## config.mk

```make
export PLATFORM = sky130hd
export DESIGN_NAME = rps_top
export DESIGN_NICKNAME = d
export VERILOG_FILES = /design/src/core/rps_in_mux.v /design/src/core/rps_top.v
export VERILOG_INCLUDE_DIRS = /design/src /design/src/inc
export SDC_FILE = /design/constraint.sdc
export NUM_CORES = 1
export LEC_CHECK = 0
export BUFFER_PORTS_ARGS = -buffer_cell sky130_fd_sc_hd__buf_4
export CAP_MARGIN = 20
export CORE_UTILIZATION = 47
export CTS_CLUSTER_SIZE = 24
export DETAILED_ROUTE_END_ITERATION = 10
export PLACE_DENSITY = 0.75
export SYNTH_ARGS = -nofsm -noshare
export SYNTH_HDL_FRONTEND = slang
export SYNTH_SLANG_ARGS = --single-unit
```

## constraint.sdc

```tcl
create_clock -name sys_clk -period 3.3 [get_ports sys_clk]
set_input_delay 0.66 -clock sys_clk [delete_from_list [all_inputs] [get_ports sys_clk]]
set_output_delay 0.66 -clock sys_clk [all_outputs]
set_load 0.03 [all_outputs]
```

## src/inc/rps_defines.vh

```
// constants of the remappable pin select block
`ifndef RPS_DEFINES_VH
`define RPS_DEFINES_VH

// ----------------------------------------
// field sizes and counts
// ----------------------------------------
`define RPS_SEL_W        5
`define RPS_MAX_PINS     26
`define RPS_NUM_INPUTS   30

// ----------------------------------------
// reset values
// ----------------------------------------
`define RPS_IN_SEL_RST   5'h1f
`define RPS_OUT_SEL_RST  5'h00
`define RPS_IN_TIED_LOW  5'h1f

// ----------------------------------------
// input selector indices, bit positions of periph_in
// ----------------------------------------
`define RPS_IN_EXT_IRQ1   5'd0
`define RPS_IN_EXT_IRQ2   5'd1
`define RPS_IN_TMR2_CLK   5'd2
`define RPS_IN_TMR3_CLK   5'd3
`define RPS_IN_TMR4_CLK   5'd4
`define RPS_IN_TMR5_CLK   5'd5
`define RPS_IN_CAPT1      5'd6
`define RPS_IN_CAPT2      5'd7
`define RPS_IN_CAPT7      5'd8
`define RPS_IN_CAPT8      5'd9
`define RPS_IN_CMP_FAULT  5'd10
`define RPS_IN_PWM1_FAULT 5'd11
`define RPS_IN_PWM2_FAULT 5'd12
`define RPS_IN_DEC1_A     5'd13
`define RPS_IN_DEC1_B     5'd14
`define RPS_IN_DEC1_IDX   5'd15
`define RPS_IN_DEC2_A     5'd16
`define RPS_IN_DEC2_B     5'd17
`define RPS_IN_DEC2_IDX   5'd18
`define RPS_IN_UART1_RX   5'd19
`define RPS_IN_UART1_CTS  5'd20
`define RPS_IN_UART2_RX   5'd21
`define RPS_IN_UART2_CTS  5'd22
`define RPS_IN_SPI1_DIN   5'd23
`define RPS_IN_SPI1_CLK   5'd24
`define RPS_IN_SPI1_SEL   5'd25
`define RPS_IN_SPI2_DIN   5'd26
`define RPS_IN_SPI2_CLK   5'd27
`define RPS_IN_SPI2_SEL   5'd28
`define RPS_IN_CAN_RX     5'd29

// ----------------------------------------
// output selection codes
// ----------------------------------------
`define RPS_OUT_NULL      5'h00
`define RPS_OUT_CMP1      5'h01
`define RPS_OUT_CMP2      5'h02
`define RPS_OUT_U1_TX     5'h03
`define RPS_OUT_U1_RTS    5'h04
`define RPS_OUT_U2_TX     5'h05
`define RPS_OUT_U2_RTS    5'h06
`define RPS_OUT_SPI1_DOUT 5'h07
`define RPS_OUT_SPI1_CLK  5'h08
`define RPS_OUT_SPI1_SEL  5'h09
`define RPS_OUT_SPI2_DOUT 5'h0a
`define RPS_OUT_SPI2_CLK  5'h0b
`define RPS_OUT_SPI2_SEL  5'h0c
`define RPS_OUT_CAN_TX    5'h10
`define RPS_OUT_OC1       5'h12
`define RPS_OUT_OC2       5'h13
`define RPS_OUT_OC3       5'h14
`define RPS_OUT_OC4       5'h15
`define RPS_OUT_DEC1_DIR  5'h1a
`define RPS_OUT_DEC2_DIR  5'h1b

`endif

```

## src/core/rps_in_mux.v

```verilog
// one peripheral input selector: picks a pin, or ties low
`timescale 1ns/100ps
`include "rps_defines.vh"

module rps_in_mux
#(
	parameter NPINS = `RPS_MAX_PINS
)
(
	// clock and reset
	input  wire                  sys_clk,
	input  wire                  rst,
	// selection and pins
	input  wire [4:0]            sel,
	input  wire [NPINS-1:0]      pins,
	// routed value
	output reg                   routed_r
);

	reg routed_nxt;

	always @*
	begin
		routed_nxt = 1'b0;
		if (sel == `RPS_IN_TIED_LOW)
			routed_nxt = 1'b0;
		else if ({27'd0, sel} < NPINS)
			routed_nxt = pins[sel];
	end

	always @(posedge sys_clk)
	begin
		if (rst)
			routed_r <= 1'b0;
		else
			routed_r <= routed_nxt;
	end

endmodule

```

## src/core/rps_top.v

```verilog
// remappable pin select: input and output routing between peripherals and pins
`timescale 1ns/100ps
`include "rps_defines.vh"

module rps_top
#(
	parameter NPINS = `RPS_MAX_PINS
)
(
	// clock and reset
	input  wire                  sys_clk,
	input  wire                  rst,
	// selector configuration port
	input  wire                  map_write_lock,
	input  wire                  cfg_wr_en,
	input  wire                  cfg_wr_out,
	input  wire [4:0]            cfg_wr_idx,
	input  wire [4:0]            cfg_wr_data,
	input  wire                  cfg_rd_out,
	input  wire [4:0]            cfg_rd_idx,
	output reg  [4:0]            cfg_rd_data_r,
	output reg                   cfg_wr_done_r,
	output reg                   cfg_wr_taken_r,
	// remappable pins
	input  wire [NPINS-1:0]      rp_pin_in,
	output reg  [NPINS-1:0]      rp_pin_out_r,
	output reg  [NPINS-1:0]      rp_pin_oe_r,
	// ordinary port drive for each pin
	input  wire [NPINS-1:0]      port_out,
	input  wire [NPINS-1:0]      port_oe,
	// peripheral outputs
	input  wire                  comparator_one_out,
	input  wire                  comparator_two_out,
	input  wire                  uart_one_tx_out,
	input  wire                  uart_one_rts_out,
	input  wire                  uart_two_tx_out,
	input  wire                  uart_two_rts_out,
	input  wire                  spi_one_dout,
	input  wire                  spi_one_clk_out,
	input  wire                  spi_one_sel_out,
	input  wire                  spi_two_dout,
	input  wire                  spi_two_clk_out,
	input  wire                  spi_two_sel_out,
	input  wire                  can_tx_out,
	input  wire [3:0]            compare_out,
	input  wire                  decoder_one_direction,
	input  wire                  decoder_two_direction,
	// peripheral inputs, indexed by input selector number
	output wire [`RPS_NUM_INPUTS-1:0] periph_in
);

	localparam NIN = `RPS_NUM_INPUTS;

	// ----------------------------------------
	// selector storage, two separate groups
	// ----------------------------------------
	reg [4:0] input_route_regs  [0:NIN-1];
	reg [4:0] output_route_regs [0:NPINS-1];

	// ----------------------------------------
	// pin input synchroniser
	// ----------------------------------------
	reg [NPINS-1:0] pin_meta_r;
	reg [NPINS-1:0] pin_sync_r;

	always @(posedge sys_clk)
	begin
		if (rst)
		begin
			pin_meta_r <= {NPINS{1'b0}};
			pin_sync_r <= {NPINS{1'b0}};
		end
		else
		begin
			pin_meta_r <= rp_pin_in;
			pin_sync_r <= pin_meta_r;
		end
	end

	// ----------------------------------------
	// write acceptance
	// ----------------------------------------
	wire in_val_ok  = (cfg_wr_data == `RPS_IN_TIED_LOW) ||
	                  ({27'd0, cfg_wr_data} < NPINS);
	wire in_wr_ok   = !cfg_wr_out && ({27'd0, cfg_wr_idx} < NIN) && in_val_ok;
	wire out_wr_ok  = cfg_wr_out && ({27'd0, cfg_wr_idx} < NPINS);
	wire wr_allowed = cfg_wr_en && !map_write_lock;

	integer i;

	always @(posedge sys_clk)
	begin
		if (rst)
		begin
			for (i = 0; i < NIN; i = i + 1)
				input_route_regs[i] <= `RPS_IN_SEL_RST;
			for (i = 0; i < NPINS; i = i + 1)
				output_route_regs[i] <= `RPS_OUT_SEL_RST;
		end
		else if (wr_allowed)
		begin
			if (in_wr_ok)
				input_route_regs[cfg_wr_idx] <= cfg_wr_data;
			else if (out_wr_ok)
				output_route_regs[cfg_wr_idx] <= cfg_wr_data;
		end
	end

	// locked writes still complete; taken shows whether the write was stored
	always @(posedge sys_clk)
	begin
		if (rst)
		begin
			cfg_wr_done_r  <= 1'b0;
			cfg_wr_taken_r <= 1'b0;
		end
		else
		begin
			cfg_wr_done_r  <= cfg_wr_en;
			cfg_wr_taken_r <= wr_allowed && (in_wr_ok || out_wr_ok);
		end
	end

	// ----------------------------------------
	// readback
	// ----------------------------------------
	reg [4:0] rd_nxt;

	always @*
	begin
		rd_nxt = 5'h00;
		if (!cfg_rd_out && ({27'd0, cfg_rd_idx} < NIN))
			rd_nxt = input_route_regs[cfg_rd_idx];
		else if (cfg_rd_out && ({27'd0, cfg_rd_idx} < NPINS))
			rd_nxt = output_route_regs[cfg_rd_idx];
	end

	always @(posedge sys_clk)
	begin
		if (rst)
			cfg_rd_data_r <= 5'h00;
		else
			cfg_rd_data_r <= rd_nxt;
	end

	// ----------------------------------------
	// input routing, one selector per peripheral input
	// ----------------------------------------
	genvar g;

	generate
		for (g = 0; g < NIN; g = g + 1)
		begin : in_route
			// every selector reads the same pin vector, so sharing is free
			rps_in_mux #(
				.NPINS    (NPINS)
			) u_mux (
				.sys_clk  (sys_clk),
				.rst      (rst),
				.sel      (input_route_regs[g]),
				.pins     (pin_sync_r),
				.routed_r (periph_in[g])
			);
		end
	endgenerate

	// ----------------------------------------
	// output routing, one code per pin
	// ----------------------------------------
	// level of every peripheral output, bit n answers output code n;
	// passed in as an argument so the pin logic wakes on every source change
	wire [31:0] src_lvl = {4'h0, decoder_two_direction, decoder_one_direction, 4'h0,
	                       compare_out, 1'b0, can_tx_out, 3'h0,
	                       spi_two_sel_out, spi_two_clk_out, spi_two_dout,
	                       spi_one_sel_out, spi_one_clk_out, spi_one_dout,
	                       uart_two_rts_out, uart_two_tx_out,
	                       uart_one_rts_out, uart_one_tx_out,
	                       comparator_two_out, comparator_one_out, 1'b0};

	// returns {drive, level}; drive low leaves the port in charge
	function [1:0] out_src;
		input [4:0]  code;
		input [31:0] lvl;
		begin
			case (code)
				`RPS_OUT_CMP1:      out_src = {1'b1, lvl[code]};
				`RPS_OUT_CMP2:      out_src = {1'b1, lvl[code]};
				`RPS_OUT_U1_TX:     out_src = {1'b1, lvl[code]};
				`RPS_OUT_U1_RTS:    out_src = {1'b1, lvl[code]};
				`RPS_OUT_U2_TX:     out_src = {1'b1, lvl[code]};
				`RPS_OUT_U2_RTS:    out_src = {1'b1, lvl[code]};
				`RPS_OUT_SPI1_DOUT: out_src = {1'b1, lvl[code]};
				`RPS_OUT_SPI1_CLK:  out_src = {1'b1, lvl[code]};
				`RPS_OUT_SPI1_SEL:  out_src = {1'b1, lvl[code]};
				`RPS_OUT_SPI2_DOUT: out_src = {1'b1, lvl[code]};
				`RPS_OUT_SPI2_CLK:  out_src = {1'b1, lvl[code]};
				`RPS_OUT_SPI2_SEL:  out_src = {1'b1, lvl[code]};
				`RPS_OUT_CAN_TX:    out_src = {1'b1, lvl[code]};
				`RPS_OUT_OC1:       out_src = {1'b1, lvl[code]};
				`RPS_OUT_OC2:       out_src = {1'b1, lvl[code]};
				`RPS_OUT_OC3:       out_src = {1'b1, lvl[code]};
				`RPS_OUT_OC4:       out_src = {1'b1, lvl[code]};
				`RPS_OUT_DEC1_DIR:  out_src = {1'b1, lvl[code]};
				`RPS_OUT_DEC2_DIR:  out_src = {1'b1, lvl[code]};
				default:            out_src = 2'b00;
			endcase
		end
	endfunction

	reg [NPINS-1:0] pin_out_nxt;
	reg [NPINS-1:0] pin_oe_nxt;
	reg [1:0]       src;
	integer         p;

	always @*
	begin
		src         = 2'b00;
		pin_out_nxt = port_out;
		pin_oe_nxt  = port_oe;
		for (p = 0; p < NPINS; p = p + 1)
		begin
			src = out_src(output_route_regs[p], src_lvl);
			if (src[1])
			begin
				pin_out_nxt[p] = src[0];
				pin_oe_nxt[p]  = 1'b1;
			end
		end
	end

	always @(posedge sys_clk)
	begin
		if (rst)
		begin
			rp_pin_out_r <= {NPINS{1'b0}};
			rp_pin_oe_r  <= {NPINS{1'b0}};
		end
		else
		begin
			rp_pin_out_r <= pin_out_nxt;
			rp_pin_oe_r  <= pin_oe_nxt;
		end
	end

endmodule

```

# After elaboration in Yosys (flattened, before gate mapping)

Memory sizes are Yosys's and may differ from the RTL's.
Cells that the tools add are included.
Widths: inputs -> output; s select.

Latch bits: 0
Input bits: 118
ROM bits: 0
Word-level logic and storage cells: 964
Bits in registers: 141
Memories: 2
Output and inout port bits: 89
Memory bits (writable): 280

Memory list:

| memory            | depth | bits a word | read ports | clocked after Yosys merged registers in | wr ports | line         | RTL |
|---|---|---|---|---|---|---|---|
| input_route_regs  | 30    | 5           | 31         | 0                                       | 30       | rps_top.v:57 | `reg [4:0] input_route_regs [0:NIN-1];` |
| output_route_regs | 26    | 5           | 27         | 0                                       | 26       | rps_top.v:58 | `reg [4:0] output_route_regs [0:NPINS-1];` |

Equal/unequal tests: 525
Multiply operators: 0
Divide/modulo/power cells: 0
Mux-type cells: 209
Reduce and logical (&&, ||, !) cells: 70
Magnitude comparators: 91
Shift-type cells: 0
Add/sub/neg operators: 0
Bitwise logic cells: 30

Operators with widths:

| operator           | number |
|---|---|
| $eq 5x5->1 const B | 213 |
| $eq 5x4->1 const B | 130 |
| $eq 5x3->1 const B | 104 |
| $reduce_or 19->1   | 26 |
| $lt 5x6->1 const B | 56 |
| $bmux 1 s5         | 56 |
| $eq 5x2->1 const B | 52 |
| $lt 5x5->1 const B | 35 |
| $eq 5x1->1 const B | 26 |
| $mux 1             | 121 |
| $reduce_or 3->1    | 30 |
| $mux 2             | 26 |
| $mux 5             | 6 |
| $not 1->1          | 30 |
| $reduce_or 5->1    | 2 |
| $logic_and 1x1->1  | 7 |
| $logic_not 1->1    | 3 |
| $logic_or 1x1->1   | 2 |

# Longest topological paths before layout

Gate-level depths: netlist (run 1).

Depth after elaboration: 9
Depth in mapped cells: 9
Depth with buffers taken out: 5

# Cells and area by module

A second synthesis (run 1) with hierarchy kept.

Cells, all modules: 2904
Area, all modules: 32272.2 sq um

By module, submodules not included:

| module     | area an instance (sq um) | seq. area each (sq um) | cells each | times used |
|---|---|---|---|---|
| rps_top    | 23789.1                  | 11230.8                | 2154       | 1 |
| rps_in_mux | 282.8                    | 20.0                   | 25         | 30 |

# Least setup slack after synthesis (run 1)

Ideal clock, no wire load.

Path type: in2reg
Start point: input rst
End point: memory input_route_regs[10][0], enable pin
Buffers on the path: 1
Setup time: 374 ps
Arrival: 2283 ps
Cell stages on the path: 5
Slack: 644 ps
Path through: or3b_4 > nor2_1 > or4b_4 > buf_2 > o21ai_0

RTL lines:

| what               | line         | RTL |
|---|---|---|
| start: declaration | rps_top.v:12 | `input wire rst,` |
| end: declaration   | rps_top.v:57 |  |

==> run metrics, run 1 <==
unrepaired setup endpoints after global routing false; routed vias 25926; Synth cell types 68; Leak Pwr 12.7 nW; post-route ant nets 0; hold crit path type input port to register; # IOs 207; port bufs 206; Final min period 2610 ps; most frequent cells in the layout mux4_2, buf_4, edfxtp_1, mux2i_1, nand2_1; CP startpoint kind register; drt drc 0; setup slack, reg-to-reg 690 ps; WHS Endpoint rp_pin_oe_r[4]$_SDFF_PP0_; GRT Overall Usage 31.5%; FF-to-FF path depth 6; Die Ht 259 µm; adder-cell share of the synthesized area 0%; P&R area growth vs syn 11.1%; vias in the first global route 25406; Logic pwr share 17.0%; Sw Share 28.8%; std cell rows 93; CTS Root Cell clkbuf_16; fin nets 2862; Net Switching 0.00442 W; setup TNS 0 ps; Yosys top cell by area edfxtp_1; Hold Crit Start port_oe[4]; PwrDens 445 mW/mm²; DRT iter0 DRCs 3963; synthesized cell area 0.0311 mm²; r2r startpoint output_route_regs[17][0]$_SDFFCE_PN0P_; Compound-Gate Fraction of Synth Area 11.0%; commonest non-fill, non-tap cell in the layout mux4_2; Worst VDD drop 384 µV; Simple-Gate Fraction of Synth Area 14.7%; Data arrival, critical path 3080 ps; Crit Path Category register to register; mux share of post-synthesis cell area 29.5%; layout cell share with drive strength beyond 1 30.0%; Final Hold Viols 0; part of the power in the clock network 39.5%; status finished clean; DPL Wire Length 67500 µm; Worst Max-Slew Pin Slew 1060 ps; grt ovf 0; Starting Density 47.9%; Mapped Cells 2796; Async SR Flop Fraction 0%; Ys Warns 0; Synth Area in XOR/XNOR 0.564%; worst reg2reg endpoint rp_pin_out_r[17]$_SDFF_PP0_; drt total wl 107000 µm; part of the cycle the worst path needs 79.1%; Yosys reg bits 433; CTS HTree Levels 2; Hold Path Depth 3; number of antenna violations at the first check in global routing 5; hold-fix buffers at CTS 0; clk_lat worst skew 620 ps; Int Power 0.0109 W; largest net degree at the start of global routing 83; CP Data Required Time 3770 ps; cts bufs inserted 50; GP Congestion 0.970; clk sink count 433; largest family of logic cells by synthesized area multiplexers; Seq/Total Area, Yosys 37.3%; Rel. slew slack 29.3%; cts repair resizes 0; routed vias/inst 7.12; CTS tree yes; # Post-CTS Setup Buffers 0; Die Area 0.0671 mm²; syn_area_per_cell 11.1 µm²; first-pass GRT wire length 159000 µm; most common flop cell mapped by yosys edfxtp_1; register share of total power 43.5%; Reg clk slew, reported paths 60 ps; number of max-cap violations 0; CP max FO 11; Post-synth EDFFs 292; Final setup viols 0; CORE AREA 0.0648 mm²; Max Slew Vio Count 0; Chip Width 259 µm; Crit. End Element register; DRT Pass-1 Iters 8; FMAX 383 MHz; Setup Skew 13.5 ps; clock tree buffer depth 3; overall power 0.0154 W; post-synth top area share 28.2%; largest cells by area after synthesis edfxtp_1, mux4_2, dfxtp_1, mux2i_1, clkbuf_1; Avg WL per Cell 29.3 µm
-- cell families (layout without fill, tap and decap cells) --
kind of cell,count (synthesis),in the layout
mux,524,524
other cells,1,14
buf+inv,506,485
compound gates,495,495
flops,433,433
simple gates,817,817
xor+xnor,20,20
-- cells in the mapped netlist, types with 59 or more instances --
cell	instances
dfxtp_1	141
a21oi_1	64
clkbuf_1	302
buf_2	59
edfxtp_1	292
or2_2	81
and2_1	63
o21ai_0	122
nand2_1	145
nor2b_1	94
mux2i_1	175
or3_1	76
nor2_1	115
and3_1	76
inv_1	85
mux4_2	308
-- critical path: stages (launching register included) --
cell and delay, ps:
edfxtp_1 670, mux4_2 560, nand2_1 70, o21ai_0 90, a2111oi_0 780, buf_4 220, o32ai_1 80
-- layer usage --
layer | vias to the layer above | part of all wire (%) | global-route usage (%)
met4 | 4 | 6.1 | 18.6
met5 | - | 0.020 | 0
li1 | 10544 | - | -
met2 | 2533 | 44 | 47.3
met3 | 530 | 17 | 9.74
met1 | 12315 | 33 | 40.1
-- state kept, by name, summed over array words and instances (netlist names) --
| signal | count |
|---|---|
| rp_pin_oe_r | 26 |
| pin_meta_r | 26 |
| cfg_wr_taken_r | 1 |
| cfg_wr_done_r | 1 |
| pin_sync_r | 26 |
| rp_pin_out_r | 26 |
| input_route_regs | 158 |
| cfg_rd_data_r | 5 |
| output_route_regs | 134 |
| in_route.u_mux.routed_r | 30 |
-- worst max-delay path by stage --
stage	from	endpoint	slack, ps
2_1_floorplan	rst	input_route_regs[10][0]$_SDFFCE_PN1P_	640
3_3_place_gp	cfg_rd_idx[0]	cfg_rd_data_r[4]$_SDFF_PP0_	480
5_1_grt	output_route_regs[17][0]$_SDFFCE_PN0P_	rp_pin_out_r[17]$_SDFF_PP0_	580
3_5_place_dp	cfg_wr_data[2]	input_route_regs[3][1]$_SDFFCE_PN1P_	290
4_1_cts	output_route_regs[17][0]$_SDFFCE_PN0P_	rp_pin_out_r[17]$_SDFF_PP0_	770
6_report	output_route_regs[17][0]$_SDFFCE_PN0P_	rp_pin_out_r[17]$_SDFF_PP0_	690
-- area by class of cell --
class / count / area, µm²
repair buffers: 306 / 2350
clock buffers: 59 / 1400
fillers: 5338 / 30300
flip-flops and latches: 433 / 11600
diodes: 2 / 5.00
clock inverters: 35 / 407
multi-input cells: 1868 / 17400
inverters: 85 / 319
well taps: 855 / 1070
-- through the flow --
| stage | std cells | cell area, µm² | setup WS, ps | util [%] | hold WS [ps] |
|---|---|---|---|---|---|
| after detailed placement | 3547 | 32700 | 291 | 50.4 | 427 |
| after floorplan | 2807 | 31100 | 644 | - | 414 |
| after global routing | 3641 | 34500 | 581 | 53.2 | 246 |
| after global placement | 3547 | 32700 | 476 | 50.4 | 420 |
| final | 3643 | 34500 | 688 | 53.2 | 249 |
| after CTS | 3641 | 34500 | 767 | 53.2 | 231 |
-- power by group through the flow --
stage | sequential (W) | clock, W | combinational [W]
final | 0.00668 | 0.00606 | 0.00261
after global routing | 0.00673 | 0.00630 | 0.00272
after CTS | 0.00666 | 0.00610 | 0.00254
after detailed placement | 0.00677 | 0 | 0.00253
after global placement | 0.00675 | 0 | 0.00245
after floorplan | 0.00650 | 0 | 0.00186
Power figures use the tool's default switching activity.
==> inputs of run 2 (changes only) <==
==> constraint.sdc (replaced) <==
create_clock -name sys_clk -period 2.7 [get_ports sys_clk]
set_input_delay 0.54 -clock sys_clk [delete_from_list [all_inputs] [get_ports sys_clk]]
set_output_delay 0.54 -clock sys_clk [all_outputs]
set_load 0.03 [all_outputs]
==> run metrics, run 2 (synthesis gave the netlist of run 1 again) <==
std cell rows 93 (unchanged); GP Congestion 1.05 (+8.6%); FMAX 416 MHz (+8.7%); Die Area 0.0671 mm² (unchanged); hold crit path type input port to register; storage element area 0.0116 mm² (about the same); drt drc 0 (unchanged); max FFs per register 158 (unchanged); clk sink count 433 (unchanged); setup slack, reg-to-reg 300 ps (-390 ps); Final Hold Viols 0 (unchanged); PwrDens 539 mW/mm² (+21%); CP max FO 11 (unchanged); Final setup viols 0 (unchanged); Setup Skew 21.2 ps (+7.66 ps); Worst VDD drop 480 µV (+25%); CP delay by family, top multiplexers; routed vias 26061 (+0.52%); Avg WL per Cell 28.5 µm (-2.9%); fillers 5226 (-2.1%); grt ovf 0 (unchanged); hold-fix buffers at CTS 0 (unchanged); Rel. slew slack 39.2% (+9.9 points); fin nets 2912 (+1.7%); Worst Max-Slew Pin Slew 912 ps (-148 ps); CP dominant cell by count mux4_2; Leak Pwr 12.9 nW (+2.0%); critical path's largest stage delay 670 ps (-110 ps); DPL Wire Length 66600 µm (-1.4%); CTS Root Cell clkbuf_16; # Post-CTS Setup Buffers 0 (unchanged); Chip Width 259 µm (unchanged); clk_lat worst skew 630 ps (about the same); unrepaired setup endpoints after global routing false; setup TNS 0 ps (unchanged); Max Slew Vio Count 0 (unchanged); CP Data Required Time 3180 ps (-590 ps); Most flops, register input_route_regs; Reg clk slew, reported paths 60 ps (about the same); routed vias/inst 7.06 (-0.76%); CP Buf/Inv Count 0 (-1); P&R area growth vs syn 12.4%; CTS HTree Levels 2 (unchanged); crit path cell chain mux4_2 -> mux4_2 -> o221ai_1 -> o21ai_0; Hold Path Depth 2 (-1); Data arrival, critical path 2880 ps (-200 ps); WHS Endpoint pin_meta_r[18]$_SDFF_PP0_; Finished Core Util 53.9% (+0.64 points); CORE AREA 0.0648 mm² (unchanged); drt total wl 105000 µm (-1.6%); vias in the first global route 24907 (-2.0%); overall power 0.0188 W (+23%); # IOs 207 (unchanged); first-pass GRT wire length 154000 µm (-2.9%); post-route ant nets 0 (unchanged); CTS tree yes; Ant. Diodes 0 (-2); CP Launch Point output_route_regs[13][0]$_SDFFCE_PN0P_; GRT Overall Usage 30.7% (-0.85 points); slowest stage cell on the critical path edfxtp_1; worst reg2reg endpoint rp_pin_out_r[13]$_SDFF_PP0_; number of max-cap violations 0 (unchanged); cts repair resizes 0 (unchanged); commonest non-fill, non-tap cell in the layout buf_4; Final min period 2400 ps (-210 ps); FF-to-FF path depth 4 (-2); Crit Path Category register to register; Starting Density 47.9% (unchanged); port bufs 206 (unchanged); biggest regs input_route_regs: 158 flops, output_route_regs: 134 flops, in_route.u_mux.routed_r: 30 flops; number of antenna violations at the first check in global routing 3 (-2); most frequent cells in the layout buf_4, mux4_2, edfxtp_1, mux2i_1, nand2_1; Crit. End Element register; Multi-input gate area 0.0174 mm² (unchanged); Die Ht 259 µm (unchanged); layout cell share with drive strength beyond 1 30.8% (+0.79 points); largest net degree at the start of global routing 62 (-25%); DRT iter0 DRCs 3984 (+0.53%); clock tree buffer depth 3 (unchanged); CP startpoint kind register; Hold Crit Start rp_pin_in[18]; cts bufs inserted 50 (unchanged); part of the cycle the worst path needs 89.0% (+9.8 points); DRT Pass-1 Iters 8 (unchanged); r2r startpoint output_route_regs[13][0]$_SDFFCE_PN0P_; status finished clean
-- run 2: how the worst max path moves through the flow --
stage / cells past startpoint / slack (ps) / end
2_1_floorplan: 5 / 160 / input_route_regs[10][0]$_SDFFCE_PN1P_
3_3_place_gp: 6 / 100 / output_route_regs[8][0]$_SDFFCE_PN0P_
3_5_place_dp: 6 / 50 / output_route_regs[12][4]$_SDFFCE_PN0P_
4_1_cts: 4 / 390 / rp_pin_out_r[13]$_SDFF_PP0_
5_1_grt: 4 / 250 / rp_pin_out_r[13]$_SDFF_PP0_
6_report: 4 / 300 / rp_pin_out_r[13]$_SDFF_PP0_
-- run 2: power breakdown --
group | total, W | leakage [nW] | internal, W | switching [W]
Sequential | 0.00813 | 4.04 | 0.00747 | 0.000661
Combinational | 0.00327 | 8.01 | 0.00153 | 0.00174
Clock | 0.00742 | 0.878 | 0.00447 | 0.00295
Total | 0.0188 | 12.9 | 0.0135 | 0.00535
-- run 2: metal layers --
metal | track usage (%) | routed length, µm
met2 | 45.6 | 45700
met4 | 17.8 | 6900
met5 | 0 | 34
met1 | 39.6 | 35300
met3 | 9.26 | 17000
-- run 2: worst reg2reg max path, cell delays in order, from the launching register on --
cell	delay, ps
edfxtp_1	670
mux4_2	560
mux4_2	470
o221ai_1	400
o21ai_0	160
-- run 2: layout make-up --
class	count	area share [%]
Clock buffer	70	4.06
Clock inverter	23	1.09
Inverter	85	0.914
Multi-Input combinational cell	1868	49.7
Sequential cell	433	33.2
Tap cell	855	3.07
Timing Repair Buffer	356	7.94
-- run 2: through the flow --
| stage | setup WS, ps | std cells | hold WS, ps | area (µm²) |
|---|---|---|---|---|
| after floorplan | 164 | 2807 | 414 | 31100 |
| after global placement | 103 | 3597 | 431 | 33100 |
| after detailed placement | 47.3 | 3597 | 425 | 33100 |
| after CTS | 385 | 3690 | 96.9 | 34900 |
| after global routing | 251 | 3690 | 115 | 34900 |
| final | 298 | 3690 | 119 | 34900 |
